File: src/rtl/sgpio_pkg.sv
package sgpio_pkg;
  localparam int NUM_PINS = 11;
  localparam int CLK_PERIOD_NS = 8;
  localparam int SAMPLE_PERIOD_NS = 128;
  localparam int SAMPLE_CYCLES = (SAMPLE_PERIOD_NS + CLK_PERIOD_NS - 1) / CLK_PERIOD_NS;
  localparam int SAMPLE_CNT_W = 5;
  localparam logic [10:0] FUNC_RESET = 11'h000;
  localparam logic [10:0] DIR_RESET = 11'h000;
  localparam logic [10:0] LEVEL_RESET = 11'h000;
  // register selects on the configuration access port
  localparam logic [1:0] REG_FUNC = 2'h0;
  localparam logic [1:0] REG_DIR = 2'h1;
  localparam logic [1:0] REG_LEVEL = 2'h2;
  // pin positions of the alternate functions
  localparam int PIN_P2_RST = 0;
  localparam int PIN_P4_RST = 1;
  localparam int PIN_IRQ0 = 2;
  localparam int PIN_IRQ1 = 3;
  localparam int PIN_IRQ2 = 4;
  localparam int PIN_EVENT = 7;
  localparam int PIN_P3_RST = 9;
  localparam int PIN_P5_RST = 10;
  // pins whose alternate function drives the pin
  localparam logic [10:0] ALT_OUT_MASK = 11'h683;
  // pins whose alternate function is an input
  localparam logic [10:0] ALT_IN_MASK = 11'h01C;
endpackage

File: src/rtl/sgpio_sync.sv
`timescale 1ns/1ps
module sgpio_sync (
  input wire logic clock_i,
  input wire logic rst_i,
  input wire logic [sgpio_pkg::NUM_PINS-1:0] async_i,
  output logic [sgpio_pkg::NUM_PINS-1:0] sync_o
);
  import sgpio_pkg::*;
  logic [NUM_PINS-1:0] stage1;

  // first stage feeds only the second
  always_ff @(posedge clock_i or posedge rst_i) begin
    if (rst_i) begin
      stage1 <= '0;
      sync_o <= '0;
    end else begin
      stage1 <= async_i;
      sync_o <= stage1;
    end
  end
endmodule

File: src/rtl/sgpio_pins.sv
`timescale 1ns/1ps
module sgpio_pins (
  input wire logic clock_i,
  input wire logic rst_i,
  // configuration register port
  input wire logic cfg_wr_i,
  input wire logic cfg_rd_i,
  input wire logic [1:0] cfg_sel_i,
  input wire logic [sgpio_pkg::NUM_PINS-1:0] cfg_wdata_i,
  output logic [sgpio_pkg::NUM_PINS-1:0] cfg_rdata_o,
  // pins
  input wire logic [sgpio_pkg::NUM_PINS-1:0] pin_i,
  output logic [sgpio_pkg::NUM_PINS-1:0] pin_o,
  output logic [sgpio_pkg::NUM_PINS-1:0] pin_oe_o,
  // alternate function sources from the core, active low
  input wire logic port2_reset_n_i,
  input wire logic port3_reset_n_i,
  input wire logic port4_reset_n_i,
  input wire logic port5_reset_n_i,
  input wire logic event_n_i,
  // expander interrupts toward the core, active low
  output logic expander_irq0_n_o,
  output logic expander_irq1_n_o,
  output logic expander_irq2_n_o
);
  import sgpio_pkg::*;

  logic [NUM_PINS-1:0] pin_function_select;
  logic [NUM_PINS-1:0] pin_direction_select;
  logic [NUM_PINS-1:0] pin_level;
  logic [NUM_PINS-1:0] pin_sync;
  logic [NUM_PINS-1:0] pin_sample;
  logic [SAMPLE_CNT_W-1:0] sample_cnt;
  logic sample_tick;
  logic [NUM_PINS-1:0] alt_value;
  logic [NUM_PINS-1:0] next_pin_o;
  logic [NUM_PINS-1:0] next_pin_oe;
  logic [NUM_PINS-1:0] next_level;
  logic [NUM_PINS-1:0] next_irq_n;
  logic [NUM_PINS-1:0] irq_n;
  logic [NUM_PINS-1:0] level_view;
  logic [NUM_PINS-1:0] rd_mux;
  logic sel_func;
  logic sel_dir;
  logic sel_level;
  logic wr_func;
  logic wr_dir;
  logic wr_level;

  ////////////////////////////////////////////////////////////////////////
  // register select decode

  // one select decode feeds both the write strobes and the read mux
  assign sel_func = (cfg_sel_i == REG_FUNC);
  assign sel_dir = (cfg_sel_i == REG_DIR);
  assign sel_level = (cfg_sel_i == REG_LEVEL);
  assign wr_func = cfg_wr_i && sel_func;
  assign wr_dir = cfg_wr_i && sel_dir;
  assign wr_level = cfg_wr_i && sel_level;

  ////////////////////////////////////////////////////////////////////////
  // input path

  // pins may move at any time, so two flops stand ahead of any use
  sgpio_sync u_sync (
    .clock_i(clock_i),
    .rst_i(rst_i),
    .async_i(pin_i),
    .sync_o(pin_sync)
  );

  // divider: one sample per 16 cycles keeps the rate at or below 128 ns
  // limitation: a pin change may wait a full divider period before it is seen
  assign sample_tick = (sample_cnt == SAMPLE_CNT_W'(SAMPLE_CYCLES - 1));

  // counter runs from reset, so the sample phase is fixed relative to reset
  always_ff @(posedge clock_i or posedge rst_i) begin
    if (rst_i) begin
      sample_cnt <= '0;
    end else if (sample_tick) begin
      sample_cnt <= '0;
    end else begin
      sample_cnt <= sample_cnt + SAMPLE_CNT_W'(1);
    end
  end

  // held between ticks; anything between samples sees the last sample
  always_ff @(posedge clock_i or posedge rst_i) begin
    if (rst_i) begin
      pin_sample <= LEVEL_RESET;
    end else if (sample_tick) begin
      pin_sample <= pin_sync;
    end
  end

  ////////////////////////////////////////////////////////////////////////
  // configuration registers

  // mode bits are written whole; this port has no per-bit masking
  always_ff @(posedge clock_i or posedge rst_i) begin
    if (rst_i) begin
      pin_function_select <= FUNC_RESET;
    end else if (wr_func) begin
      pin_function_select <= cfg_wdata_i;
    end
  end

  always_ff @(posedge clock_i or posedge rst_i) begin
    if (rst_i) begin
      pin_direction_select <= DIR_RESET;
    end else if (wr_dir) begin
      pin_direction_select <= cfg_wdata_i;
    end
  end

  // alternate function value for each pin; unused positions stay high
  always_comb begin
    alt_value = '1;
    alt_value[PIN_P2_RST] = port2_reset_n_i;
    alt_value[PIN_P4_RST] = port4_reset_n_i;
    alt_value[PIN_P3_RST] = port3_reset_n_i;
    alt_value[PIN_P5_RST] = port5_reset_n_i;
    alt_value[PIN_EVENT] = event_n_i;
  end

  // per-pin mode decode
  genvar gi;
  generate
    for (gi = 0; gi < NUM_PINS; gi++) begin : g_pin
      wire is_alt = pin_function_select[gi];
      wire is_out = !pin_function_select[gi] && pin_direction_select[gi];
      wire alt_drives = is_alt && ALT_OUT_MASK[gi];
      wire alt_listens = is_alt && ALT_IN_MASK[gi];
      // output pins keep the written value as their drive source
      assign next_level[gi] = is_out ? (wr_level ? cfg_wdata_i[gi] : pin_level[gi])
                                     : pin_sample[gi];
      // an output pin reads back the sampled pin, not its drive value, so a
      // pin pulled against its driver shows what is really on it
      assign level_view[gi] = is_out ? pin_sample[gi] : pin_level[gi];
      // pins 5, 6 and 8 have no alternate output and never drive in that mode
      assign next_pin_oe[gi] = is_out || alt_drives;
      assign next_pin_o[gi] = alt_drives ? alt_value[gi]
                                         : (is_out ? next_level[gi] : 1'b0);
      // interrupt seen only in alternate mode, else held inactive
      assign next_irq_n[gi] = alt_listens ? pin_sync[gi] : 1'b1;
    end
  endgenerate

  ////////////////////////////////////////////////////////////////////////
  // registered pin and level state

  // one short block per register keeps each reset value beside its update
  always_ff @(posedge clock_i or posedge rst_i) begin
    if (rst_i) begin
      pin_level <= LEVEL_RESET;
    end else begin
      pin_level <= next_level;
    end
  end

  always_ff @(posedge clock_i or posedge rst_i) begin
    if (rst_i) begin
      pin_o <= '0;
    end else begin
      pin_o <= next_pin_o;
    end
  end

  always_ff @(posedge clock_i or posedge rst_i) begin
    if (rst_i) begin
      pin_oe_o <= '0;
    end else begin
      pin_oe_o <= next_pin_oe;
    end
  end

  always_ff @(posedge clock_i or posedge rst_i) begin
    if (rst_i) begin
      irq_n <= '1;
    end else begin
      irq_n <= next_irq_n;
    end
  end

  // disabled alternate outputs drive nothing, so alt sources being
  // active while in gpio mode never reach the pin
  assign expander_irq0_n_o = irq_n[PIN_IRQ0];
  assign expander_irq1_n_o = irq_n[PIN_IRQ1];
  assign expander_irq2_n_o = irq_n[PIN_IRQ2];

  ////////////////////////////////////////////////////////////////////////
  // read data, registered one cycle after the read strobe

  // read data holds between reads so a slow reader sees a steady value;
  // an unmapped select matches none of the terms and reads as zero
  assign rd_mux = ({NUM_PINS{sel_func}} & pin_function_select) |
                  ({NUM_PINS{sel_dir}} & pin_direction_select) |
                  ({NUM_PINS{sel_level}} & level_view);

  always_ff @(posedge clock_i or posedge rst_i) begin
    if (rst_i) begin
      cfg_rdata_o <= '0;
    end else if (cfg_rd_i) begin
      cfg_rdata_o <= rd_mux;
    end
  end
endmodule

File: config.mk
export PLATFORM = sky130hd
export DESIGN_NAME = sgpio_pins
export DESIGN_NICKNAME = d
export VERILOG_FILES = /design/src/rtl/sgpio_pkg.sv /design/src/rtl/sgpio_sync.sv /design/src/rtl/sgpio_pins.sv
export SDC_FILE = /design/constraint.sdc
export NUM_CORES = 1
export LEC_CHECK = 0
export ABC_AREA = 1
export BUFFER_PORTS_ARGS = -buffer_cell sky130_fd_sc_hd__buf_4
export CAP_MARGIN = 10
export CORE_MARGIN = 2
export CORE_UTILIZATION = 60
export CTS_BUF_LIST = sky130_fd_sc_hd__clkbuf_8 sky130_fd_sc_hd__clkbuf_16
export DETAILED_ROUTE_END_ITERATION = 6
export PLACE_DENSITY = 0.86
export RECOVER_POWER = 100
export SETUP_SLACK_MARGIN = 0.02
export SYNTH_ARGS = -nofsm -noshare
export SYNTH_HDL_FRONTEND = slang
export SYNTH_SLANG_ARGS = --single-unit
File: constraint.sdc
create_clock -name clock_i -period 9.6 [get_ports clock_i]
set_input_delay 1.92 -clock clock_i [delete_from_list [all_inputs] [get_ports clock_i]]
set_output_delay 1.92 -clock clock_i [all_outputs]
set_load 0.02 [all_outputs]
* Word-level counts from Yosys, hierarchy flattened *
Index checks and enable logic that the tools add are counted.

storage, ports and cells
  input bits = 33
  logic and storage cells = 104
  register bits after elaboration = 107
  output and inout port bits = 36

operators by class
  mux-type cells = 53
  equal/unequal tests = 3
  reductions and logical operators = 31
  add/subtract/negate cells = 1
  bitwise logic cells = 5

operators with widths
  kind                 number
  $mux 1               52
  $and 11x11->11       3
  $or 11x11->11        2
  $logic_and 1x1->1    14
  $logic_not 1->1      11
  $add 5x1->5 const B  1
  $eq 5x4->1 const B   1
  $logic_or 1x1->1     5
  $mux 5               1
  $eq 2x1->1 const B   1
  $eq 2x2->1 const B   1
  $logic_not 2->1      1

* Depth between registers and ports, before layout *
Gate-level depths: netlist of run 1.

  depth after elaboration = 6
  mapped depth = 7
  mapped depth without buffers = 6

* Modules after synthesis *
Synthesis of run 1 repeated with hierarchy kept, for this count alone.

unflattened totals
  cell total of the unflattened synthesis = 450
  area total of the unflattened synthesis = 4159.0 um^2

by module, submodules not included
  module      cells each  area an instance (um^2)  sequential area each (um^2)  times used
  sgpio_pins  427         3604.7                   2130.8                       1
  sgpio_sync  23          554.3                    550.5                        1

* Least setup slack after synthesis of run 1 *
OpenSTA, ideal clock, no wires.

  path type = input-to-reg
  start = in cfg_sel_i[1]
  end = reg pin_level[0]
  stages = 7
  library setup time = 0.119 ns
  path buffers = 1
  setup slack = 6.975 ns
  data required time = 9.481 ns
  arrival = 2.505 ns
  cell sequence = inv_1 nor2_2 nand2_1 buf_2 nand2_1 nand3b_1 nand2_1

on the way
  cells in the longest elaborated chain, start to end = 4

ends and longest elaborated chain
  what                  RTL line           RTL
  start, declared       sgpio_pins.sv:8    input wire logic [1:0] cfg_sel_i,
  $eq 2x2->1            sgpio_pins.sv:56   assign sel_level = (cfg_sel_i == REG_LEVEL);
  $logic_and 1x1->1     sgpio_pins.sv:59   assign wr_level = cfg_wr_i && sel_level;
  $mux 1 (2 in series)  sgpio_pins.sv:135  assign next_level[gi] = is_out ? (wr_level ? cfg_wdata_i[gi] : pin_level[gi])
  net next_level[0]     sgpio_pins.sv:38   logic [NUM_PINS-1:0] next_level;
  end signal, assigned  sgpio_pins.sv:157  pin_level <= next_level;
  end, declared         sgpio_pins.sv:30   logic [NUM_PINS-1:0] pin_level;

The timed path passes the listed nets, and every way through them passes these cells.
A chain may end at the register's enable or synchronous reset.

==> results of run 1 <==
[sequential cells by signal (all words and copies together) (netlist names)]
name	count
sample_cnt	5
pin_level	11
u_sync.stage1	11
pin_function_select	11
pin_oe_o	11
pin_o	11
pin_sample	11
u_sync.sync_o	11
cfg_rdata_o	11
irq_n	3
pin_direction_select	11
[worst paths after layout]
kind	cells past startpoint	slack, ns	from	endpoint
max	3	4.06	rst_i	u_sync.stage1[4]$_DFF_PP0_
min	0	0.35	u_sync.stage1[4]$_DFF_PP0_	u_sync.sync_o[4]$_DFF_PP0_
max reg2reg	4	7.30	sample_cnt[0]$_DFF_PP0_	pin_sample[2]$_DFFE_PP0N_
min reg2reg	0	0.35	u_sync.stage1[4]$_DFF_PP0_	u_sync.sync_o[4]$_DFF_PP0_
max in group clock_i	7	5.87	cfg_sel_i[1]	pin_level[5]$_DFF_PP0_
min in group asynchronous	2	2.15	rst_i	u_sync.stage1[3]$_DFF_PP0_
[kinds of logic after synthesis]
logic type / count (synthesis)
and+or+nand+nor: 219
adders and majority gates: 1
xor gates and xnor gates: 2
AOI/OAI and AO/OA: 44
buffers and inverters: 76
DFF: 107
[worst max-delay path: stages]
cell and delay [ns]:
clkbuf_4 0.11, clkinvlp_2 1.26, clkbuf_1 2.07
[metrics by stage]
| stage | hold slack, ns | cells |
|---|---|---|
| 2_1_floorplan | 0.331 | 449 |
| 3_3_place_gp | 0.333 | 584 |
| 3_5_place_dp | 0.336 | 584 |
| 4_1_cts | 0.349 | 599 |
| 5_1_grt | 0.353 | 599 |
| 6_report | 0.347 | 599 |
[synth_stat cells]
| library cell | number | share of area (%) |
|---|---|---|
| a21oi_1 | 11 | 1.3 |
| buf_1 | 1 | 0.090 |
| buf_2 | 9 | 1.1 |
| buf_4 | 2 | 0.36 |
| clkbuf_1 | 2 | 0.18 |
| dfrtp_1 | 104 | 63 |
| dfstp_2 | 3 | 1.9 |
| ha_1 | 1 | 0.30 |
| inv_1 | 62 | 5.6 |
| nand2_1 | 124 | 11 |
| nand3_1 | 43 | 5.2 |
| nand3b_1 | 5 | 0.90 |
| nor2_1 | 37 | 3.3 |
| nor2_2 | 2 | 0.30 |
| o21ai_0 | 33 | 4.0 |
| or2_2 | 8 | 1.2 |
| xor2_1 | 2 | 0.42 |
[placed cells by master, fill, tap and decap left out, drive strengths merged, types with 3 or more instances in the layout]
| master | synthesis | layout |
|---|---|---|
| nand3 | 43 | 43 |
| nor2 | 39 | 39 |
| or2 | 8 | 8 |
| o21ai | 33 | 33 |
| dfstp | 3 | 3 |
| clkbuf | 2 | 60 |
| buf | 12 | 19 |
| clkinvlp | 0 | 3 |
| nand2 | 124 | 124 |
| inv | 62 | 62 |
| a21oi | 11 | 11 |
| dfrtp | 104 | 104 |
| nand3b | 5 | 5 |
[power groups by stage]
stage,clock (mW),combinational [mW],sequential [mW]
6_report,0.293,0.163,0.534
5_1_grt,0.316,0.184,0.539
4_1_cts,0.298,0.184,0.534
3_5_place_dp,0,0.182,0.542
3_3_place_gp,0,0.176,0.540
2_1_floorplan,0,0.0839,0.565
[per-layer routing]
layer	track usage [%]	vias to the layer above	routed length [microns]
met5	0	-	0
met4	13.3	0	210
met3	4.27	20	511
met2	37.9	110	4310
met1	33.3	1533	3520
li1	-	1508	-
[area by class of cell]
type	count	area, sq um	area share [%]
Sequential cell	107	2680	56.1
Multi-Input combinational cell	266	1160	24.4
Timing Repair Buffer	69	379	7.94
Inverter	62	234	4.90
Clock buffer	10	138	2.88
Tap cell	80	100	2.10
Clock inverter	5	78.8	1.65
==> flow_summary.yaml, run 1 <==
power:
  swShare_pct: 28.4
  switching_power_mw: 0.281
  finalPower_mw: 0.989
  p_int_mw: 0.708
  leakage_nw: 2.52
  pwr-share-seq_pct: 53.9
  ir_worst_vdd_mv: 0.109
  power_density_nw_per_um2: 207
  power_frac_comb_pct: 16.4
  clock_power_share_pct: 29.6
cts:
  cts_resized: 0
  clkLatencyLatePin_ns: 0.36
  clk_pin_slew_ns: 0.09
  cts_tree: "yes"
  htreeDepth: 3
  clockRootBuffer: "clkbuf_8"
  postCtsSetupBuffers: 0
  clockBufferDepth: 2
  holdBufCountCts: 0
  cts_buffers: 9
  cts_sinks: 107
die:
  rows: 30
  dieArea_sq_um: 7610
  start_util_pct: 61.5
  die_x_microns: 87.2
  io_pins: 69
  fp.dieH_microns: 87.2
  core-area_sq_um: 6760
detailed_routing:
  routed_wl_mm: 8.55
  drc: 0
  vias_per_cell: 5.29
  wl_per_cell_microns: 14.3
  drt_first_iter_violations: 306
  vias: 3171
  drt_first_pass_iters: 4
  ant_nets: 0
worst_setup_path:
  required_ns: 9.47
  crit_type: "input pin to asynchronous set/reset pin"
  worstPathArrival_ns: 5.41
  end_kind: "asynchronous set/reset pin"
  crit_fanout: 55
  start_kind: "input pin"
sta:
  tightest_slew_ns: 2.78
  layout_min_cycle_time_ns: 5.54
  clock.fmax_mhz: 180
  maxSlewViolCount: 136
  period_share_pct: 57.7
  clock_skew_ns: 0.0119
  fin_ws_ns: 4.06
  final_hold_viol_count: 0
  timing.slew.headroom_pct: -85.6
  rsz0062_at_grt: "no"
  setup_viol: 0
  fin_tns_setup_ns: 0
global_routing:
  grt_pass1_wl_mm: 14.1
  grt_max_degree: 56
  grt_overflow: 0
  grt_pass1_vias: 3082
  track_usage_pct: 24.5
  antenna_found_initial: 0
cells_and_area:
  drive_above_1_share_pct: 11.2
  syn_to_final_growth_pct: 14.9
  fin_util_pct: 70.7
  stdcell_area_sq_um: 4780
  num_antenna_cells: 0
  final_nets: 549
  fillers: 523
synth:
  synthCells: 449
  synthesis.nets: 483
  synth_xor_area_share_pct: 0.422
  ys_seq_elements: 107
  syn_area_sq_um: 4160
  synth_top_family_by_area: "simple AND/OR/NAND/NOR gates"
  yosys.area_share.adder_pct: 0.301
  yosys_warnings: 0
  synth-simple-area-share_pct: 22.1
  avgSynthCellArea_sq_um: 9.25
  synth_compound_gate_area_share_pct: 5.30
  ys_seq_area_share_pct: 64.5
  synthMuxAreaShare_pct: 0
  synth_cell_types: 17
place:
  dpl-instance-area_sq_um: 4700
  gp_congestion: 0.810
  hpwl_mm: 5.61
  place_ws_ns: 5.90
  portBuffers: 68
job:
  maxCapViolCount: 3
run_status:
  violations: "max-capacitance violations, max-slew violations"
  status: "complete, but fails checks"
worst_hold_path:
  hold_path.class: "register to register"
No activity file was read; power rests on OpenSTA's default activity.
==> run 2, diff against run 1 <==
--- a/config.mk
+++ b/config.mk
@@ -9,10 +9,10 @@
 export BUFFER_PORTS_ARGS = -buffer_cell sky130_fd_sc_hd__buf_4
 export CAP_MARGIN = 10
 export CORE_MARGIN = 2
-export CORE_UTILIZATION = 60
+export CORE_UTILIZATION = 50
 export CTS_BUF_LIST = sky130_fd_sc_hd__clkbuf_8 sky130_fd_sc_hd__clkbuf_16
 export DETAILED_ROUTE_END_ITERATION = 6
-export PLACE_DENSITY = 0.86
+export PLACE_DENSITY = 0.77
 export RECOVER_POWER = 100
 export SETUP_SLACK_MARGIN = 0.02
 export SYNTH_ARGS = -nofsm -noshare
==> constraint.sdc (replaced) <==
create_clock -name clock_i -period 4.9 [get_ports clock_i]
set_input_delay 0.98 -clock clock_i [delete_from_list [all_inputs] [get_ports clock_i]]
set_output_delay 0.98 -clock clock_i [all_outputs]
set_load 0.02 [all_outputs]
==> flow_summary.yaml, run 2 (synthesis gave the netlist of run 1 again) <==
run_status:
  status: "complete, but fails checks"
  violations: "max-capacitance violations, max-slew violations"
cts:
  clkLatencyLatePin_ns: 0.36
  cts_sinks: 107
  htreeDepth: 3
  cts_resized: 0
  holdBufCountCts: 0
  clockRootBuffer: "clkbuf_8"
  clk_pin_slew_ns: 0.09
  postCtsSetupBuffers: 0
  cts_tree: "yes"
  clockBufferDepth: 2
  cts_buffers: 9
sta:
  fin_tns_setup_ns: 0
  fin_hold_ws_ns: 0.354
  maxSlewViolCount: 103
  clock.fmax_mhz: 331
  tightest_slew_ns: 3.18
  rsz0062_at_grt: "no"
  setup_viol: 0
  fin_ws_ns: 1.88
  period_share_pct: 61.6
  timing.slew.headroom_pct: -113
  clock_skew_ns: 0.00983
  final_hold_viol_count: 0
  layout_min_cycle_time_ns: 3.02
global_routing:
  antenna_found_initial: 0
  grt_overflow: 0
  grt_pass1_wl_mm: 13.6
  track_usage_pct: 19.9
  grt_max_degree: 77
  grt_pass1_vias: 2986
worst_hold_path:
  hold_path.class: "register to register"
die:
  io_pins: 69
  fp.dieH_microns: 95.2
  core-area_sq_um: 8130
  die_x_microns: 95.2
  dieArea_sq_um: 9060
  start_util_pct: 51.1
  rows: 33
job:
  maxCapViolCount: 2
place:
  dp.cells: 609
  gp_congestion: 0.818
  dpl-instance-area_sq_um: 4740
  place_ws_ns: 2.21
  hpwl_mm: 5.57
  portBuffers: 68
power:
  ir_worst_vdd_mv: 0.164
  power_density_nw_per_um2: 388
  finalPower_mw: 1.85
  leakage_nw: 2.52
cells_and_area:
  drive_above_1_share_pct: 11.2
  stdcell_area_sq_um: 4780
  syn_to_final_growth_pct: 15.0
  fin_util_pct: 58.7
  final_cells: 625
  fillers: 700
  num_antenna_cells: 0
  layout_common_cells: "nand2_1, dfrtp_1, inv_1"
  layout_commonest_cell: "nand2_1"
  final_nets: 549
detailed_routing:
  drt_first_iter_violations: 163
  drt_first_pass_iters: 5
  wl_per_cell_microns: 13.0
  drc: 0
  ant_nets: 0
  routed_wl_mm: 8.13
  vias: 3092
  vias_per_cell: 4.95
worst_setup_path:
  end_kind: "asynchronous set/reset pin"
  crit_type: "input pin to asynchronous set/reset pin"
  cp_top_family: "buffers and inverters"
  crit_fanout: 76
  required_ns: 5.41
  start_kind: "input pin"
  crit_buf_inv: 3
  worstPathArrival_ns: 3.53
  cp_slowest_cell: "clkinvlp_2"
  crit_path_cell_trace: "clkbuf_4, clkinvlp_2, buf_4"
  slowest_delay_ns: 1.78
==> run 2: final timing paths <==
check | startpoint | end | slack [ns] | cells past startpoint
worst max-delay path | rst_i | pin_sample[1]$_DFFE_PP0N_ | 1.88 | 3
worst min-delay path | u_sync.stage1[2]$_DFF_PP0_ | u_sync.sync_o[2]$_DFF_PP0_ | 0.35 | 0
worst max register to register | sample_cnt[0]$_DFF_PP0_ | pin_sample[8]$_DFFE_PP0N_ | 2.57 | 5
max in group clock_i | cfg_sel_i[1] | pin_level[9]$_DFF_PP0_ | 2.15 | 7
min in group asynchronous | rst_i | pin_oe_o[4]$_DFF_PP0_ | 1.55 | 2
worst min register to register | u_sync.stage1[2]$_DFF_PP0_ | u_sync.sync_o[2]$_DFF_PP0_ | 0.35 | 0
==> run 2: area by class of cell <==
class                   instances  area [sq um]  share of cell area [%]
flip-flops and latches        107          2680                    56.1
multi-input cells             266          1160                    24.4
repair buffers                 69           383                    8.01
inverters                      62           234                    4.90
clock buffers                  12           165                    3.46
well taps                     105           131                    2.75
clock inverters                 4          18.8                   0.393
==> run 2: worst reg2reg max path, cell delays in order, from the launching register on <==
cell and delay, ns:
dfrtp_1 0.38, ha_1 0.19, nand3_1 0.10, nor2_1 1.19, nand2_1 0.23, o21ai_0 0.17
==> run 2: power breakdown <==
part / internal [mW] / switching [mW]
logic: 0.102 / 0.210
registers: 0.988 / 0.0581
clock network: 0.222 / 0.273
total: 1.31 / 0.541
==> run 2: metal layers <==
metal / part of all wire (%) / up-vias / routed length [microns] / global-route usage (%)
met2: 48 / 92 / 3910 / 31.4
met4: 2.8 / 0 / 224 / 10.1
met3: 6.0 / 20 / 487 / 4.58
met5: 0 / - / 0 / 0
met1: 43 / 1473 / 3510 / 25.8
li1: - / 1507 / - / -
==> run 3, diff against run 2 <==
--- a/config.mk
+++ b/config.mk
@@ -9,10 +9,10 @@
 export BUFFER_PORTS_ARGS = -buffer_cell sky130_fd_sc_hd__buf_4
 export CAP_MARGIN = 10
 export CORE_MARGIN = 2
-export CORE_UTILIZATION = 50
+export CORE_UTILIZATION = 55
 export CTS_BUF_LIST = sky130_fd_sc_hd__clkbuf_8 sky130_fd_sc_hd__clkbuf_16
 export DETAILED_ROUTE_END_ITERATION = 6
-export PLACE_DENSITY = 0.77
+export PLACE_DENSITY = 0.8
 export RECOVER_POWER = 100
 export SETUP_SLACK_MARGIN = 0.02
 export SYNTH_ARGS = -nofsm -noshare
==> constraint.sdc (replaced) <==
create_clock -name clock_i -period 3.1 [get_ports clock_i]
set_input_delay 0.62 -clock clock_i [delete_from_list [all_inputs] [get_ports clock_i]]
set_output_delay 0.62 -clock clock_i [all_outputs]
set_load 0.02 [all_outputs]
==> flow_summary.yaml, run 3 (synthesis gave the netlist of run 1 again) <==
power:
  finalPower_mw: 3.08
  power_frac_comb_pct: 16.3
  swShare_pct: 29.1
  leakage_nw: 2.54
  p_int_mw: 2.19
  pwr-share-seq_pct: 53.5
  power_density_nw_per_um2: 637
  ir_worst_vdd_mv: 0.312
  switching_power_mw: 0.897
  clock_power_share_pct: 30.1
worst_setup_path:
  worstPathArrival_ns: 2.59
  end_kind: "register"
  required_ns: 3.38
  r2r_slack_ns: 0.79
  worstReg2RegStart: "sample_cnt[0]$_DFF_PP0_"
  reg2reg_to: "pin_sample[10]$_DFFE_PP0N_"
  crit_fanout: 25
  reg2reg_depth: 5
  start_kind: "register"
  crit_type: "register to register"
die:
  dieArea_sq_um: 8270
  start_util_pct: 57.0
  io_pins: 69
  die_x_microns: 90.9
  core-area_sq_um: 7290
  fp.dieH_microns: 90.9
  rows: 31
sta:
  maxSlewViolCount: 26
  fin_tns_setup_ns: 0
  setup_viol: 0
  clock.fmax_mhz: 433
  tightest_slew_ns: 1.63
  layout_min_cycle_time_ns: 2.31
  final_hold_viol_count: 0
  timing.slew.headroom_pct: -9.01
  clock_skew_ns: 0.00496
  period_share_pct: 74.6
  rsz0062_at_grt: "no"
cells_and_area:
  syn_to_final_growth_pct: 16.5
  final_cells: 622
  final_nets: 552
  layout_common_cells: "nand2_1, dfrtp_1, inv_1"
  drive_above_1_share_pct: 12.0
  num_antenna_cells: 0
  fillers: 638
  multiInputGateArea_sq_um: 1170
  stdcell_area_sq_um: 4840
  layout_commonest_cell: "nand2_1"
  register_area_sq_um: 2680
cts:
  cts_sinks: 107
  clockRootBuffer: "clkbuf_8"
  clk_pin_slew_ns: 0.10
  holdBufCountCts: 0
  cts_tree: "yes"
  clockBufferDepth: 2
  cts_buffers: 9
  postCtsSetupBuffers: 0
  htreeDepth: 3
  clkLatencyLatePin_ns: 0.37
  cts_resized: 0
detailed_routing:
  ant_nets: 0
  vias: 3111
  vias_per_cell: 5.00
  drt_first_iter_violations: 161
  drc: 0
  wl_per_cell_microns: 13.7
  routed_wl_mm: 8.51
  drt_first_pass_iters: 4
global_routing:
  antenna_found_initial: 0
  grt_pass1_vias: 3067
  grt_max_degree: 72
  track_usage_pct: 22.3
  grt_pass1_wl_mm: 14.3
  grt_overflow: 0
worst_hold_path:
  worstHoldEndpoint: "u_sync.sync_o[4]$_DFF_PP0_"
  hold_path.class: "register to register"
  holdCritStartpoint: "u_sync.stage1[4]$_DFF_PP0_"
  min_path_cells: 0
run_status:
  status: "complete, but fails checks"
  violations: "max-capacitance violations, max-slew violations"
place:
  dpl-instance-area_sq_um: 4760
  portBuffers: 68
  hpwl_mm: 5.82
  dp.cells: 606
  gp_congestion: 0.824
job:
  maxCapViolCount: 1
-- run 3: cell types whose count changed in the layout (fill, tap and decap cells not counted) --
cell	previous run	this run
clkinv_2	0	1
inv_6	0	2
nor2_1	39	38
buf_12	0	1
clkbuf_8	12	9
clkbuf_1	36	38
nor2_2	0	1
bufinv_16	0	2
clkinv_4	0	1
inv_1	64	61
-- run 3: worst max-delay path by stage --
stage	from	endpoint	slack, ns
after floorplan	rst_i	cfg_rdata_o[0]$_DFFE_PP0P_	1.19
after global placement	cfg_sel_i[1]	pin_level[7]$_DFF_PP0_	0.78
after detailed placement	cfg_sel_i[1]	pin_o[7]$_DFF_PP0_	0.72
after CTS	cfg_sel_i[1]	pin_o[1]$_DFF_PP0_	1.11
after global routing	sample_cnt[0]$_DFF_PP0_	pin_sample[4]$_DFFE_PP0N_	0.49
final	sample_cnt[0]$_DFF_PP0_	pin_sample[10]$_DFFE_PP0N_	0.79
-- run 3: layout make-up --
cell class	instances	area share (%)
multi-input combinational	266	24.1
inverter	62	4.83
tap	99	2.56
clock buffer	9	2.56
clock inverter	7	2.04
timing repair buffer	72	8.48
sequential	107	55.4
-- run 3: power groups by stage --
stage / combinational (mW) / sequential (mW) / clock, mW
3_5_place_dp: 0.570 / 1.68 / 0
2_1_floorplan: 0.260 / 1.75 / 0
6_report: 0.504 / 1.65 / 0.928
5_1_grt: 0.570 / 1.67 / 1.01
4_1_cts: 0.573 / 1.65 / 0.951
3_3_place_gp: 0.550 / 1.68 / 0
-- run 3: worst max-delay path: stages (launching register included) --
cell     delay (ns)
dfrtp_1        0.39
ha_1           0.19
nand3_1        0.11
nor2_1         1.21
nand2_1        0.17
o21ai_0        0.15
-- run 3: per-layer routing --
metal / wire (microns) / vias to the layer above / track usage, %
met5: 0 / - / 0
li1: - / 1522 / -
met3: 488 / 12 / 5.26
met2: 4220 / 92 / 37.0
met4: 137 / 0 / 8.59
met1: 3660 / 1485 / 28.5
-- run 3: through the flow --
step / hold slack [ns] / utilization, % / worst slack, ns
finish: 0.355 / 66.4 / 0.789
global route: 0.341 / 66.4 / 0.491
CTS: 0.271 / 68.4 / 1.11
detailed placement: 0.335 / 65.3 / 0.716
global placement: 0.332 / 65.3 / 0.785
floorplan: 0.331 / - / 1.19
